[config.mk]
export PLATFORM = sky130hd
export DESIGN_NAME = oeir_regs
export DESIGN_NICKNAME = d
export VERILOG_FILES = /design/src/rtl/oeir_regs.v
export VERILOG_INCLUDE_DIRS = /design/src /design/src/pkg
export SDC_FILE = /design/constraint.sdc
export NUM_CORES = 1
export LEC_CHECK = 0
export BUFFER_PORTS_ARGS = -buffer_cell sky130_fd_sc_hd__buf_4
export CAP_MARGIN = 0
export CORE_ASPECT_RATIO = 1.25
export CORE_MARGIN = 2
export CORE_UTILIZATION = 50
export DETAILED_ROUTE_END_ITERATION = 6
export HOLD_SLACK_MARGIN = 0.02
export PLACE_DENSITY_LB_ADDON = 0.2
export SLEW_MARGIN = 25
export SYNTH_ARGS = -nofsm -noshare
export SYNTH_HDL_FRONTEND = slang
export SYNTH_SLANG_ARGS = --single-unit
[constraint.sdc]
create_clock -name mclk -period 3.2 [get_ports mclk]
set_clock_uncertainty 0.05 [all_clocks]
set_input_delay 0.16 -clock mclk [delete_from_list [all_inputs] [get_ports mclk]]
set_output_delay 0.16 -clock mclk [all_outputs]
set_load 0.01 [all_outputs]
[src/pkg/oeir_defines.vh]
// Purpose: Constants for the OTG event interrupt register group
// Assumes: Byte-wide register port with 6-bit addresses
// Notes:   Included by rtl/oeir_regs.v
`ifndef OEIR_DEFINES_VH
`define OEIR_DEFINES_VH

// ************************************************************
// Register addresses
// ************************************************************
`define OEIR_ADDR_RISE_WR   6'h0d
`define OEIR_ADDR_RISE_SET  6'h0e
`define OEIR_ADDR_RISE_CLR  6'h0f
`define OEIR_ADDR_FALL_WR   6'h10
`define OEIR_ADDR_FALL_SET  6'h11
`define OEIR_ADDR_FALL_CLR  6'h12
`define OEIR_ADDR_STATUS    6'h13
`define OEIR_ADDR_LATCH     6'h14
`define OEIR_OFS_SET        6'h01
`define OEIR_OFS_CLR        6'h02

// ************************************************************
// Field layout and reset values
// ************************************************************
`define OEIR_SRC_W          5
`define OEIR_SRC_MSB        4
`define OEIR_BIT_ID_GROUND  4
`define OEIR_BIT_SESS_OVER  3
`define OEIR_BIT_SESS_OK    2
`define OEIR_BIT_BUS_PWR    1
`define OEIR_BIT_DETACH     0
`define OEIR_EN_RESET       5'h1f
`define OEIR_SRC_ZERO       5'h00
`define OEIR_PAD_ZERO       3'h0
`define OEIR_BYTE_ZERO      8'h00

`endif

[src/rtl/oeir_regs.v]
// Purpose: Edge enables, live status and event latch of OTG event sources
// Assumes: Register port already decoded from the link; sources synchronous
// Notes:   Edge detection compares each source with its previous sample
`timescale 1ns/1ps
`include "oeir_defines.vh"

module oeir_regs (
	input  wire       mclk,
	input  wire       reset_n,
	input  wire       reg_wr,
	input  wire       reg_rd,
	input  wire [5:0] reg_addr,
	input  wire [7:0] reg_wdata,
	output reg  [7:0] reg_rdata,
	input  wire       low_power,
	input  wire       id_ground_level,
	input  wire       session_over_level,
	input  wire       session_ok_signal,
	input  wire       bus_power_ok_signal,
	input  wire       downstream_detach_level,
	output wire       event_pulse,
	output reg  [4:0] event_sources
);

	// ************************************************************
	// Enable registers
	// ************************************************************
	reg  [4:0] rise_en_reg;
	reg  [4:0] rise_en_next;
	reg  [4:0] fall_en_reg;
	reg  [4:0] fall_en_next;
	reg  [4:0] level_reg;
	reg  [4:0] latch_reg;
	reg  [4:0] latch_next;
	reg        low_power_reg;
	reg  [4:0] event_sources_next;
	wire [4:0] level_now;
	wire [4:0] rise_hit;
	wire [4:0] fall_hit;
	wire [4:0] change;
	wire       latch_read;
	wire       low_power_entry;

	// Write, set or clear selected by address; only the low five bits exist
	function [4:0] wsc;
		input [4:0] cur;
		input [4:0] data;
		input [5:0] addr;
		input [5:0] base;
		begin
			if (addr == base)
				wsc = data;
			else if (addr == base + `OEIR_OFS_SET)
				wsc = cur | data;
			else if (addr == base + `OEIR_OFS_CLR)
				wsc = cur & ~data;
			else
				wsc = cur;
		end
	endfunction

	always @* begin
		rise_en_next = rise_en_reg;
		fall_en_next = fall_en_reg;
		if (reg_wr) begin
			rise_en_next = wsc(rise_en_reg, reg_wdata[`OEIR_SRC_MSB:0], reg_addr,
				`OEIR_ADDR_RISE_WR);
			fall_en_next = wsc(fall_en_reg, reg_wdata[`OEIR_SRC_MSB:0], reg_addr,
				`OEIR_ADDR_FALL_WR);
		end
	end

	// ************************************************************
	// Source levels and edge detection
	// ************************************************************
	assign level_now[`OEIR_BIT_ID_GROUND] = id_ground_level;
	assign level_now[`OEIR_BIT_SESS_OVER] = session_over_level;
	assign level_now[`OEIR_BIT_SESS_OK]   = session_ok_signal;
	assign level_now[`OEIR_BIT_BUS_PWR]   = bus_power_ok_signal;
	assign level_now[`OEIR_BIT_DETACH]    = downstream_detach_level;

	// Previous sample resets to zero, so a source high out of reset counts as a rise
	assign rise_hit = level_now & ~level_reg & rise_en_reg;
	assign fall_hit = ~level_now & level_reg & fall_en_reg;
	assign change   = rise_hit | fall_hit;
	assign event_pulse = |event_sources;

	assign latch_read      = reg_rd && (reg_addr == `OEIR_ADDR_LATCH);
	assign low_power_entry = low_power && !low_power_reg;

	// ************************************************************
	// Event latch
	// ************************************************************
	always @* begin
		latch_next = latch_reg;
		if (latch_read || low_power_entry)
			latch_next = `OEIR_SRC_ZERO;
		// New events win over the clear so none is lost
		latch_next = latch_next | change;
		event_sources_next = change;
	end

	always @(posedge mclk or negedge reset_n) begin
		if (!reset_n) begin
			rise_en_reg   <= `OEIR_EN_RESET;
			fall_en_reg   <= `OEIR_EN_RESET;
			level_reg     <= `OEIR_SRC_ZERO;
			latch_reg     <= `OEIR_SRC_ZERO;
			low_power_reg <= 1'b0;
			event_sources <= `OEIR_SRC_ZERO;
		end else begin
			rise_en_reg   <= rise_en_next;
			fall_en_reg   <= fall_en_next;
			level_reg     <= level_now;
			latch_reg     <= latch_next;
			low_power_reg <= low_power;
			event_sources <= event_sources_next;
		end
	end

	// ************************************************************
	// Read data, registered one cycle after the read strobe
	// ************************************************************
	always @(posedge mclk or negedge reset_n) begin
		if (!reset_n) begin
			reg_rdata <= `OEIR_BYTE_ZERO;
		end else if (reg_rd) begin
			case (reg_addr)
				`OEIR_ADDR_RISE_WR, `OEIR_ADDR_RISE_SET, `OEIR_ADDR_RISE_CLR:
					reg_rdata <= {`OEIR_PAD_ZERO, rise_en_reg};
				`OEIR_ADDR_FALL_WR, `OEIR_ADDR_FALL_SET, `OEIR_ADDR_FALL_CLR:
					reg_rdata <= {`OEIR_PAD_ZERO, fall_en_reg};
				`OEIR_ADDR_STATUS:
					reg_rdata <= {`OEIR_PAD_ZERO, level_now};
				`OEIR_ADDR_LATCH:
					reg_rdata <= {`OEIR_PAD_ZERO, latch_reg};
				default:
					reg_rdata <= `OEIR_BYTE_ZERO;
			endcase
		end
	end

endmodule // oeir_regs

==> impl_results.md, run 1 <==
* Worst-case hold slack at 0.0286 ns
* Routed Antenna Nets at 0
* Synth Cell Area at 0.00143 mm^2
* Async S/R FF share, synth at 100%
* Setup_tns at 0 ns
* Worst path top cell family by delay: simple AND/OR/NAND/NOR gates
* Yosys warning count at 0
* IO Pins at 38
* Critical Path Stages at 5
* FILL cells at 216
* Buf/Inv on CP at 1
* Final period util at 45.8%
* Commonest non-fill, non-tap cells in the layout: buf_4, dfrtp_1, nand2_1
* Static Leakage at 0.000799 uW
* Final setup vio count at 0
* Later-pin clock latency in the skew report at 0.33 ns
* HP Class: in2reg
* Critical-path top delay cell: or4b_1
* Met3 Use GR at 7.24%
* Synthesized instance count at 131
* Layout cells sized above 1 at 32.0%
* TritonCTS clock tree: built
* Gpl congestion at 0.770
* Initial antenna violation count at 0
* Post-synth EDFFs at 0
* Post-DR wirelength/cell at 15.2 um
* Htree depth at 2
* Clk sink count at 31
* Sequential cell area fraction in the yosys report at 55.1%
* GR peak layer: met2
* Flop pwr share at 57.8%
* Worst slew pin tran at 0.593 ns
* Reg clk slew, reported paths at 0.08 ns
* Commonest non-fill, non-tap cell in the layout: buf_4
* Slowest stage delay, CP at 0.72 ns
* Number of antenna cells inserted at 0
* Outcome: complete, no violations
* Nets at 196
* Core ar. at 0.00271 mm^2
* Final Hold Fails at 0
* Critical path, cell by cell: buf_4, or4b_1, nor3b_4, o21ai_2, a22o_1
* Largest net degree at the start of global routing at 32
* Prevailing post-synth register cell: dfrtp_1
* Multi-input logic area at 589 um^2
* Clock share of power at 23.2%
* Met1 Track Usage GR at 28.3%
* CP Class: in2reg
* Sequential standard cell area at 788 um^2
* Int Pwr at 645 uW
* Worst Setup Start Kind: primary input
* Cts bufs inserted at 5
* Residual DRC at 0
* Slew Viols, Final at 0
* Post-Route WL at 3.14 mm
* Utilization after layout at 66.5%
* Height of the die at 63.8 um
* Slew headroom at 60.2%
* Die area at 0.00331 mm^2
* PortBufs at 31
* Total power at 881 uW
* DR vias at 1,179
* WP data required at 3.41 ns
* FMAX at 0.682 GHz
* Met2 usage at 36.6%
* Number of global-route vias before repair at 1,191
* Global-route wire length before repair at 5.57 mm
* Switching Share at 26.7%
* P&R area growth vs syn at 25.8%
* VDD IR max at 0.000393 V
* FF-to-FF End: reg_rdata[2]
* Routed vias/inst at 5.72
* Max-cap violation count at 0
* Syn_area_per_cell at 10.9 um^2
* Die Width at 51.9 um
* Root Driver: clkbuf_4
* Post-DP HPWL at 2.29 mm
* Total track usage at 22.8%
* Critical path endpoint category: flip-flop
* Power Density at 489 mW/mm^2
* Logic pwr share at 19.1%
* Seq cells post-synth at 31
* Tmin final at 1.47 ns
* Postcts setup bufs at 0
* Grt ovf at 0
* DRT Pass-1 Iters at 4
* CP arrival at 1.68 ns
* Row Count at 21
* Clock Path Buffers at 2
* Register-to-Register Path Depth at 4
* Worst setup path start: reg_addr[2]
* Iter 0 DRT Violations at 33
* RSZ-0062 raised after global routing: false
* Reg2reg setup slack at 1.94 ns
* Unique cell type count in the Yosys netlist at 31
* Crit Path Max Fanout at 7
* Initial core utilization at 52.9%
* Psw at 235 uW
## how the worst min path moves through the flow
stage	slack [ns]	startpoint	endpoint	depth (start not counted)
after CTS	0.02	reg_wdata[0]	flip-flop	2
after global routing	0.02	reg_wdata[1]	flip-flop	2
after detailed placement	0.06	reset_n	event_sources[2]	1
final	0.03	reg_wdata[0]	flip-flop	2
after global placement	0.05	reset_n	event_sources[2]	1
after floorplan	-0.19	reset_n	event_sources[0]	0
## worst register-to-register path: stages (launching register included)
cell	delay [ns]
dfstp_2	0.55
a21bo_2	0.22
a21oi_1	0.16
a221oi_1	0.07
o22ai_1	0.13
## through the flow
stage / instances / setup slack [ns] / area (um^2)
floorplan: 133 / 1.71 / 1440
global placement: 191 / 1.43 / 1680
CTS: 206 / 1.74 / 1800
global route: 206 / 1.66 / 1800
detailed placement: 191 / 1.39 / 1680
finish: 206 / 1.73 / 1800
## kinds of logic (layout without fill, tap and decap cells)
family          Yosys count  in the layout  synth area share (%)
mux                       1              1                 0.699
flops                    31             31                  55.1
other cells               1              3                 0.262
simple gates             31             31                  12.9
buf+inv                  13             52                  4.28
compound gates           54             54                  26.7
## layer usage
metal / up-vias / wire, um
met5: - / 0
met4: 0 / 44
met3: 6 / 174
met2: 38 / 1650
met1: 570 / 1270
li1: 565 / -
## Yosys cell counts, drive strengths merged, types with 2 or more instances
library cell / number / share of area (%)
nand2: 11 / 2.9
nand3: 5 / 1.7
nor3b: 3 / 2.7
a221oi: 5 / 3.1
a21bo: 5 / 3.5
dfrtp: 21 / 37
nand2b: 2 / 0.87
nor2: 4 / 1.0
a22o: 10 / 6.1
a21oi: 6 / 2.1
clkbuf: 3 / 0.79
o22ai: 10 / 4.4
dfstp: 10 / 18
o21ai: 12 / 4.5
buf: 4 / 1.9
inv: 6 / 1.6
a21o: 5 / 2.6
## what timing repair did
| item | in CTS | in global routing |
|---|---|---|
| endpoints found under the hold margin | 39 | 0 |
| resized for setup | 0 | 0 |
| hold buffers | 8 | 0 |
## cell type report
type                    instances  area share, %
flip-flops and latches         31           43.8
multi-input cells              89           32.7
repair buffers                 39           17.4
clock buffers                   7           2.50
well taps                      34           2.36
inverters                       6           1.25
## power groups by stage
stage | clock [uW] | combinational, uW | sequential (uW)
floorplan | 0 | 94.0 | 504
CTS | 208 | 170 | 507
global route | 232 | 187 | 516
global placement | 0 | 156 | 512
detailed placement | 0 | 162 | 514
finish | 204 | 168 | 509
Note: power is estimated with default switching activity, not from simulation.
==> run 2: changes to the inputs <==
- ABC_AREA: not set -> 1
- clock period: 3.2 -> 1.5 ns (I/O delays scaled with it)
==> impl_results.md, run 2 <==
* Clock Path Buffers at 2 (unchanged)
* VDD IR max at 0.000793 V (+100%)
* Critical path, cell by cell: buf_4, nor2_4, nand2_2, nor3_4, nand2_1, dlygate4sd3_1, nand2_1
* Post-DR wirelength/cell at 13.0 um (-15%)
* Synth top area share at 32.0% (-4.7 points)
* Synthesized instance count at 193 (+47%)
* Count leader, synth: nand2_1
* Cts bufs inserted at 5 (unchanged)
* Setup_tns at 0 ns (unchanged)
* Yosys warning count at 0 (unchanged)
* Layout cells sized above 1 at 28.9% (-3.1 points)
* CP most frequent cell: nand2_1
* Initial core utilization at 51.9% (-0.99 points)
* Slowest stage delay, CP at 0.58 ns (-0.14 ns)
* Total track usage at 22.2% (-0.58 points)
* Gpl congestion at 0.784 (+1.9%)
* Crit Path Max Fanout at 6 (-1)
* Power Density at 983 mW/mm^2 (+100%)
* Height of the die at 68.1 um (+6.7%)
* Sequential cell area fraction in the yosys report at 48.0% (-7.1 points)
* Non-Filler Instances at 286 (+39%)
* Residual DRC at 0 (unchanged)
* Reg clk slew, reported paths at 0.06 ns (-0.02 ns)
* Post-synth EDFFs at 0 (unchanged)
* Critical path endpoint category: flip-flop
* IO Pins at 38 (unchanged)
* Root Driver: clkbuf_8
* Final period util at 85.6%
* Post-cts gate resize count at 0 (unchanged)
* Routed vias/inst at 5.07 (-11%)
* WP data required at 1.68 ns (-1.73 ns)
* Post-Route WL at 3.72 mm (+18%)
* Outcome: complete, no violations
* CP arrival at 1.46 ns (-0.22 ns)
* FMAX at 0.779 GHz
* Largest net degree at the start of global routing at 32 (unchanged)
* Final Hold Fails at 0 (unchanged)
* DR vias at 1,449 (+23%)
* Synth cell count leaders: nand2_1, dfrtp_1, nand3_1, inv_1, o21ai_1
* Commonest non-fill, non-tap cells in the layout: nand2_1, buf_4, dfrtp_1, nand3_1, dlygate4sd3_1
* Initial antenna violation count at 0 (unchanged)
* Critical-path top delay cell: dlygate4sd3_1
* PortBufs at 31 (unchanged)
* Largest cells by area after synthesis: dfrtp_1, dfstp_2, nand2_1
* HP Class: in2reg
* Grt ovf at 0 (unchanged)
* Inst Count DP at 260 (+36%)
* Nets at 272 (+39%)
* Async S/R FF share, synth at 100% (unchanged)
* Global-route wire length before repair at 6.48 mm (+16%)
* Clk sink count at 31 (unchanged)
* Core ar. at 0.00317 mm^2 (+17%)
* Static Leakage at 0.00108 uW (+36%)
* Die Width at 55.3 um (+6.6%)
* Unique cell type count in the Yosys netlist at 23 (-26%)
* P&R area growth vs syn at 32.1%
* Prevailing post-synth register cell: dfrtp_1
* Synth Cell Area at 0.00164 mm^2 (+15%)
* Iter 0 DRT Violations at 30 (-9.1%)
* Slew Viols, Final at 0 (unchanged)
* Final setup vio count at 0 (unchanged)
* CP Class: in2reg
* Worst Setup Start Kind: primary input
* Postcts setup bufs at 0 (unchanged)
* Die area at 0.00376 mm^2 (+14%)
* Worst-case hold slack at 0.186 ns (+0.158 ns)
* RSZ-0062 raised after global routing: false
* Synth area leader: dfrtp_1
* Seq cells post-synth at 31 (unchanged)
* TritonCTS clock tree: built
* Commonest non-fill, non-tap cell in the layout: nand2_1
* Number of antenna cells inserted at 0 (unchanged)
* DRT Pass-1 Iters at 4 (unchanged)
* Htree depth at 2 (unchanged)
* Routed Antenna Nets at 0 (unchanged)
* Max-cap violation count at 0 (unchanged)
* Number of global-route vias before repair at 1,428 (+20%)
* Tmin final at 1.28 ns
* Hold buffers post-CTS at 18 (+10)
* Syn_area_per_cell at 8.51 um^2 (-22%)
* Later-pin clock latency in the skew report at 0.28 ns (-0.05 ns)
* Post-DP HPWL at 2.74 mm (+19%)
* Row Count at 23 (+9.5%)
run 2: routing by layer:
layer | vias up | global-route usage (%) | share of wire, %
li1 | 741 | - | -
met1 | 672 | 24.8 | 40
met2 | 30 | 42.3 | 55
met3 | 6 | 4.54 | 3.1
met4 | 0 | 7.93 | 1.2
met5 | - | 0 | 0
run 2: layout make-up:
| type | count | area [um^2] |
|---|---|---|
| Fill cell | 266 | 995 |
| Sequential cell | 31 | 788 |
| Multi-Input combinational cell | 133 | 729 |
| Timing Repair Buffer | 51 | 428 |
| Inverter | 26 | 97.6 |
| Clock buffer | 7 | 76.3 |
| Tap cell | 37 | 46.3 |
| Clock inverter | 1 | 5.00 |
run 2: logic make-up after synthesis:
group           Yosys count  share of synthesized area, %
flops                    31                          48.0
compound gates           25                          10.7
other cells               1                         0.228
simple gates            105                          33.1
buf+inv                  31                          8.07
run 2: critical path: cells and delay by family:
kind / cells / cell delay (ns)
buffers and inverters: 2 / 0.71
AND/OR/NAND/NOR: 5 / 0.68
run 2: worst paths after layout:
check                            start                          to  slack [ns]  cells after the start
max                        reg_addr[2]                   flip-flop        0.22                      7
min                             reg_wr                   flip-flop        0.19                      5
max reg2reg                  flip-flop                latch_reg[3]        0.31                      4
min reg2reg                  flip-flop                   flip-flop        0.43                      2
max in group asynchronous      reset_n  asynchronous set/reset pin        0.86                      2
min in group asynchronous      reset_n            event_sources[1]        0.21                      2
run 2: stage by stage:
stage	util (%)	power (uW)	instance area (um^2)	worst slack, ns
2_1_floorplan	-	1300	1650	0.477
3_3_place_gp	60.3	1480	1910	0.369
3_5_place_dp	60.3	1500	1910	0.341
4_1_cts	68.6	2150	2170	0.238
5_1_grt	68.6	2260	2170	0.110
6_report	68.6	2130	2170	0.216
run 2: where the power goes:
part,leakage (uW),internal [uW],switching (uW)
combinational,0.000668,189,218
clock,0.0000422,325,303
sequential,0.000374,1000,97.1
total,0.00108,1520,619
==> run 3: changes to the inputs <==
- CORE_UTILIZATION: 50 -> 40
==> impl_results.md, run 3 (same netlist as run 2, synthesis figures left out) <==
* Logic pwr share at 19.0% (about the same)
* HP Class: in2reg
* Htree depth at 2 (unchanged)
* Tmin final at 1.29 ns (+0.00292 ns)
* Grt ovf at 0 (unchanged)
* Hold path depth at 5 (unchanged)
* DRT Pass-1 Iters at 4 (unchanged)
* Post-DP HPWL at 2.67 mm (-2.7%)
* P&R area growth vs syn at 33.6%
* Worst setup margin at 0.213 ns (-0.00292 ns)
* Power Density at 964 mW/mm^2 (-2.0%)
* Psw at 600 uW (-3.1%)
* Static Leakage at 0.00108 uW (unchanged)
* Routed vias/inst at 4.67 (-7.8%)
* Final Hold Fails at 0 (unchanged)
* WP data required at 1.67 ns (about the same)
* Hold buffers post-CTS at 18 (unchanged)
* Critical path endpoint category: flip-flop
* Final period util at 85.8% (+0.19 points)
* Buf/Inv on CP at 2 (unchanged)
* DR vias at 1,424 (-1.7%)
* CP arrival at 1.46 ns (about the same)
* Number of global-route vias before repair at 1,357 (-5.0%)
* PortBufs at 31 (unchanged)
* IO Pins at 38 (unchanged)
* Critical-path top delay cell: dlygate4sd3_1
* Commonest non-fill, non-tap cells in the layout: nand2_1, buf_4, dfrtp_1, nand3_1, dlygate4sd3_1
* Layout cells sized above 1 at 28.9% (unchanged)
* Later-pin clock latency in the skew report at 0.28 ns (about the same)
* Residual DRC at 0 (unchanged)
* Placement Cell Area at 0.00193 mm^2 (+1.2%)
* Slew Viols, Final at 0 (unchanged)
* Worst Setup Start Kind: primary input
* Worst hold path startpoint: reg_wr
* Die Width at 61.3 um (+11%)
* Post-route cell area at 0.00219 mm^2 (+1.1%)
* Postcts setup bufs at 0 (unchanged)
* FMAX at 0.777 GHz (-0.23%)
* Met2 usage at 31.2% (-11 points)
* Register-to-Register Path Depth at 4 (unchanged)
* Clock Path Buffers at 2 (unchanged)
* Critical Path Stages at 7 (unchanged)
* Post-Route WL at 3.59 mm (-3.4%)
* CP most frequent cell: nand2_1
* Iter 0 DRT Violations at 51 (+70%)
* Worst path top cell family by delay: buffers and inverters
* TritonCTS clock tree: built
* Commonest non-fill, non-tap cell in the layout: nand2_1
* Outcome: complete, no violations
* Root Driver: clkbuf_8
* Post-DR wirelength/cell at 11.8 um (-9.4%)
* Met1 Track Usage GR at 21.7% (-3.2 points)
* Cts bufs inserted at 5 (unchanged)
* Clock share of power at 29.0% (-0.4 points)
* Clk sink count at 31 (unchanged)
* Largest net degree at the start of global routing at 32 (unchanged)
* Total track usage at 18.5% (-3.7 points)
* Post-Place Worst Slack at 0.350 ns (+0.00820 ns)
* Row Count at 26 (+13%)
* Reg2reg setup slack at 0.35 ns (+0.04 ns)
* VDD IR max at 0.000798 V (+0.71%)
* GR peak layer: met2
* Gpl congestion at 0.790 (+0.78%)
* Met3 Use GR at 5.09% (+0.56 points)
* Final setup vio count at 0 (unchanged)
* Slowest stage delay, CP at 0.56 ns (-0.02 ns)
* Int Pwr at 1520 uW (about the same)
* Crit Path Max Fanout at 6 (unchanged)
* Total power at 2120 uW (-0.90%)
* CP Class: in2reg
* Flop pwr share at 52.0% (+0.5 points)
* Initial core utilization at 41.1% (-11 points)
* Routed Antenna Nets at 0 (unchanged)
* FF-to-FF End: latch_reg[3]
* Number of antenna cells inserted at 0 (unchanged)
* Core ar. at 0.00400 mm^2 (+26%)
* Nets at 272 (unchanged)
* Critical path, cell by cell: buf_4, nor2_4, nand2_2, nor3_4, nand2_1, dlygate4sd3_1, nand2_1
* Post-cts gate resize count at 0 (unchanged)
* Height of the die at 75.7 um (+11%)
* Setup_tns at 0 ns (unchanged)
* Initial antenna violation count at 0 (unchanged)
* RSZ-0062 raised after global routing: false
* Max-cap violation count at 0 (unchanged)
* Reg clk slew, reported paths at 0.06 ns (about the same)
* Switching Share at 28.3% (-0.64 points)
* Worst-case hold slack at 0.184 ns (-0.00231 ns)
* Die area at 0.00464 mm^2 (+23%)
* Global-route wire length before repair at 6.24 mm (-3.7%)
run 3: cell counts in the layout (fill, tap and decap cells not counted):
Identical to the previous run, type by type.
run 3: final cells by class:
type	instances	area [um^2]
clock buffer	7	76.3
clock inverter	1	5.00
fill	381	1810
inverter	26	97.6
multi-input combinational	133	729
sequential	31	788
tap	56	70.1
timing repair buffer	51	428
run 3: layer usage:
| metal | vias to the layer above | wire [um] |
|---|---|---|
| met5 | - | 0 |
| met4 | 0 | 100 |
| met3 | 7 | 83 |
| met2 | 24 | 1900 |
| met1 | 651 | 1510 |
| li1 | 742 | - |
run 3: worst max-delay path by stage:
| stage | slack, ns | to | startpoint |
|---|---|---|---|
| floorplan | 0.48 | latch_reg[0] | flip-flop |
| global placement | 0.35 | flip-flop | reg_addr[4] |
| detailed placement | 0.35 | latch_reg[1] | flip-flop |
| CTS | 0.23 | flip-flop | reg_addr[2] |
| global route | 0.11 | flip-flop | reg_addr[2] |
| finish | 0.21 | flip-flop | reg_addr[2] |
run 3: power groups by stage:
stage / logic, uW / registers (uW) / clock network [uW]
6_report: 402 / 1100 / 613
5_1_grt: 452 / 1120 / 685
4_1_cts: 409 / 1100 / 630
3_5_place_dp: 380 / 1110 / 0
3_3_place_gp: 374 / 1110 / 0
2_1_floorplan: 213 / 1090 / 0
run 3: worst min-delay path, delay by kind of cell:
family	cells	cell delay, ns
buf+inv	2	0.25
simple gates	3	0.19
run 3: per-stage QoR:
stage / utilization, % / cells
floorplan: - / 195
global placement: 48.3 / 279
detailed placement: 48.3 / 279
CTS: 54.8 / 305
global route: 54.8 / 305
finish: 54.8 / 305
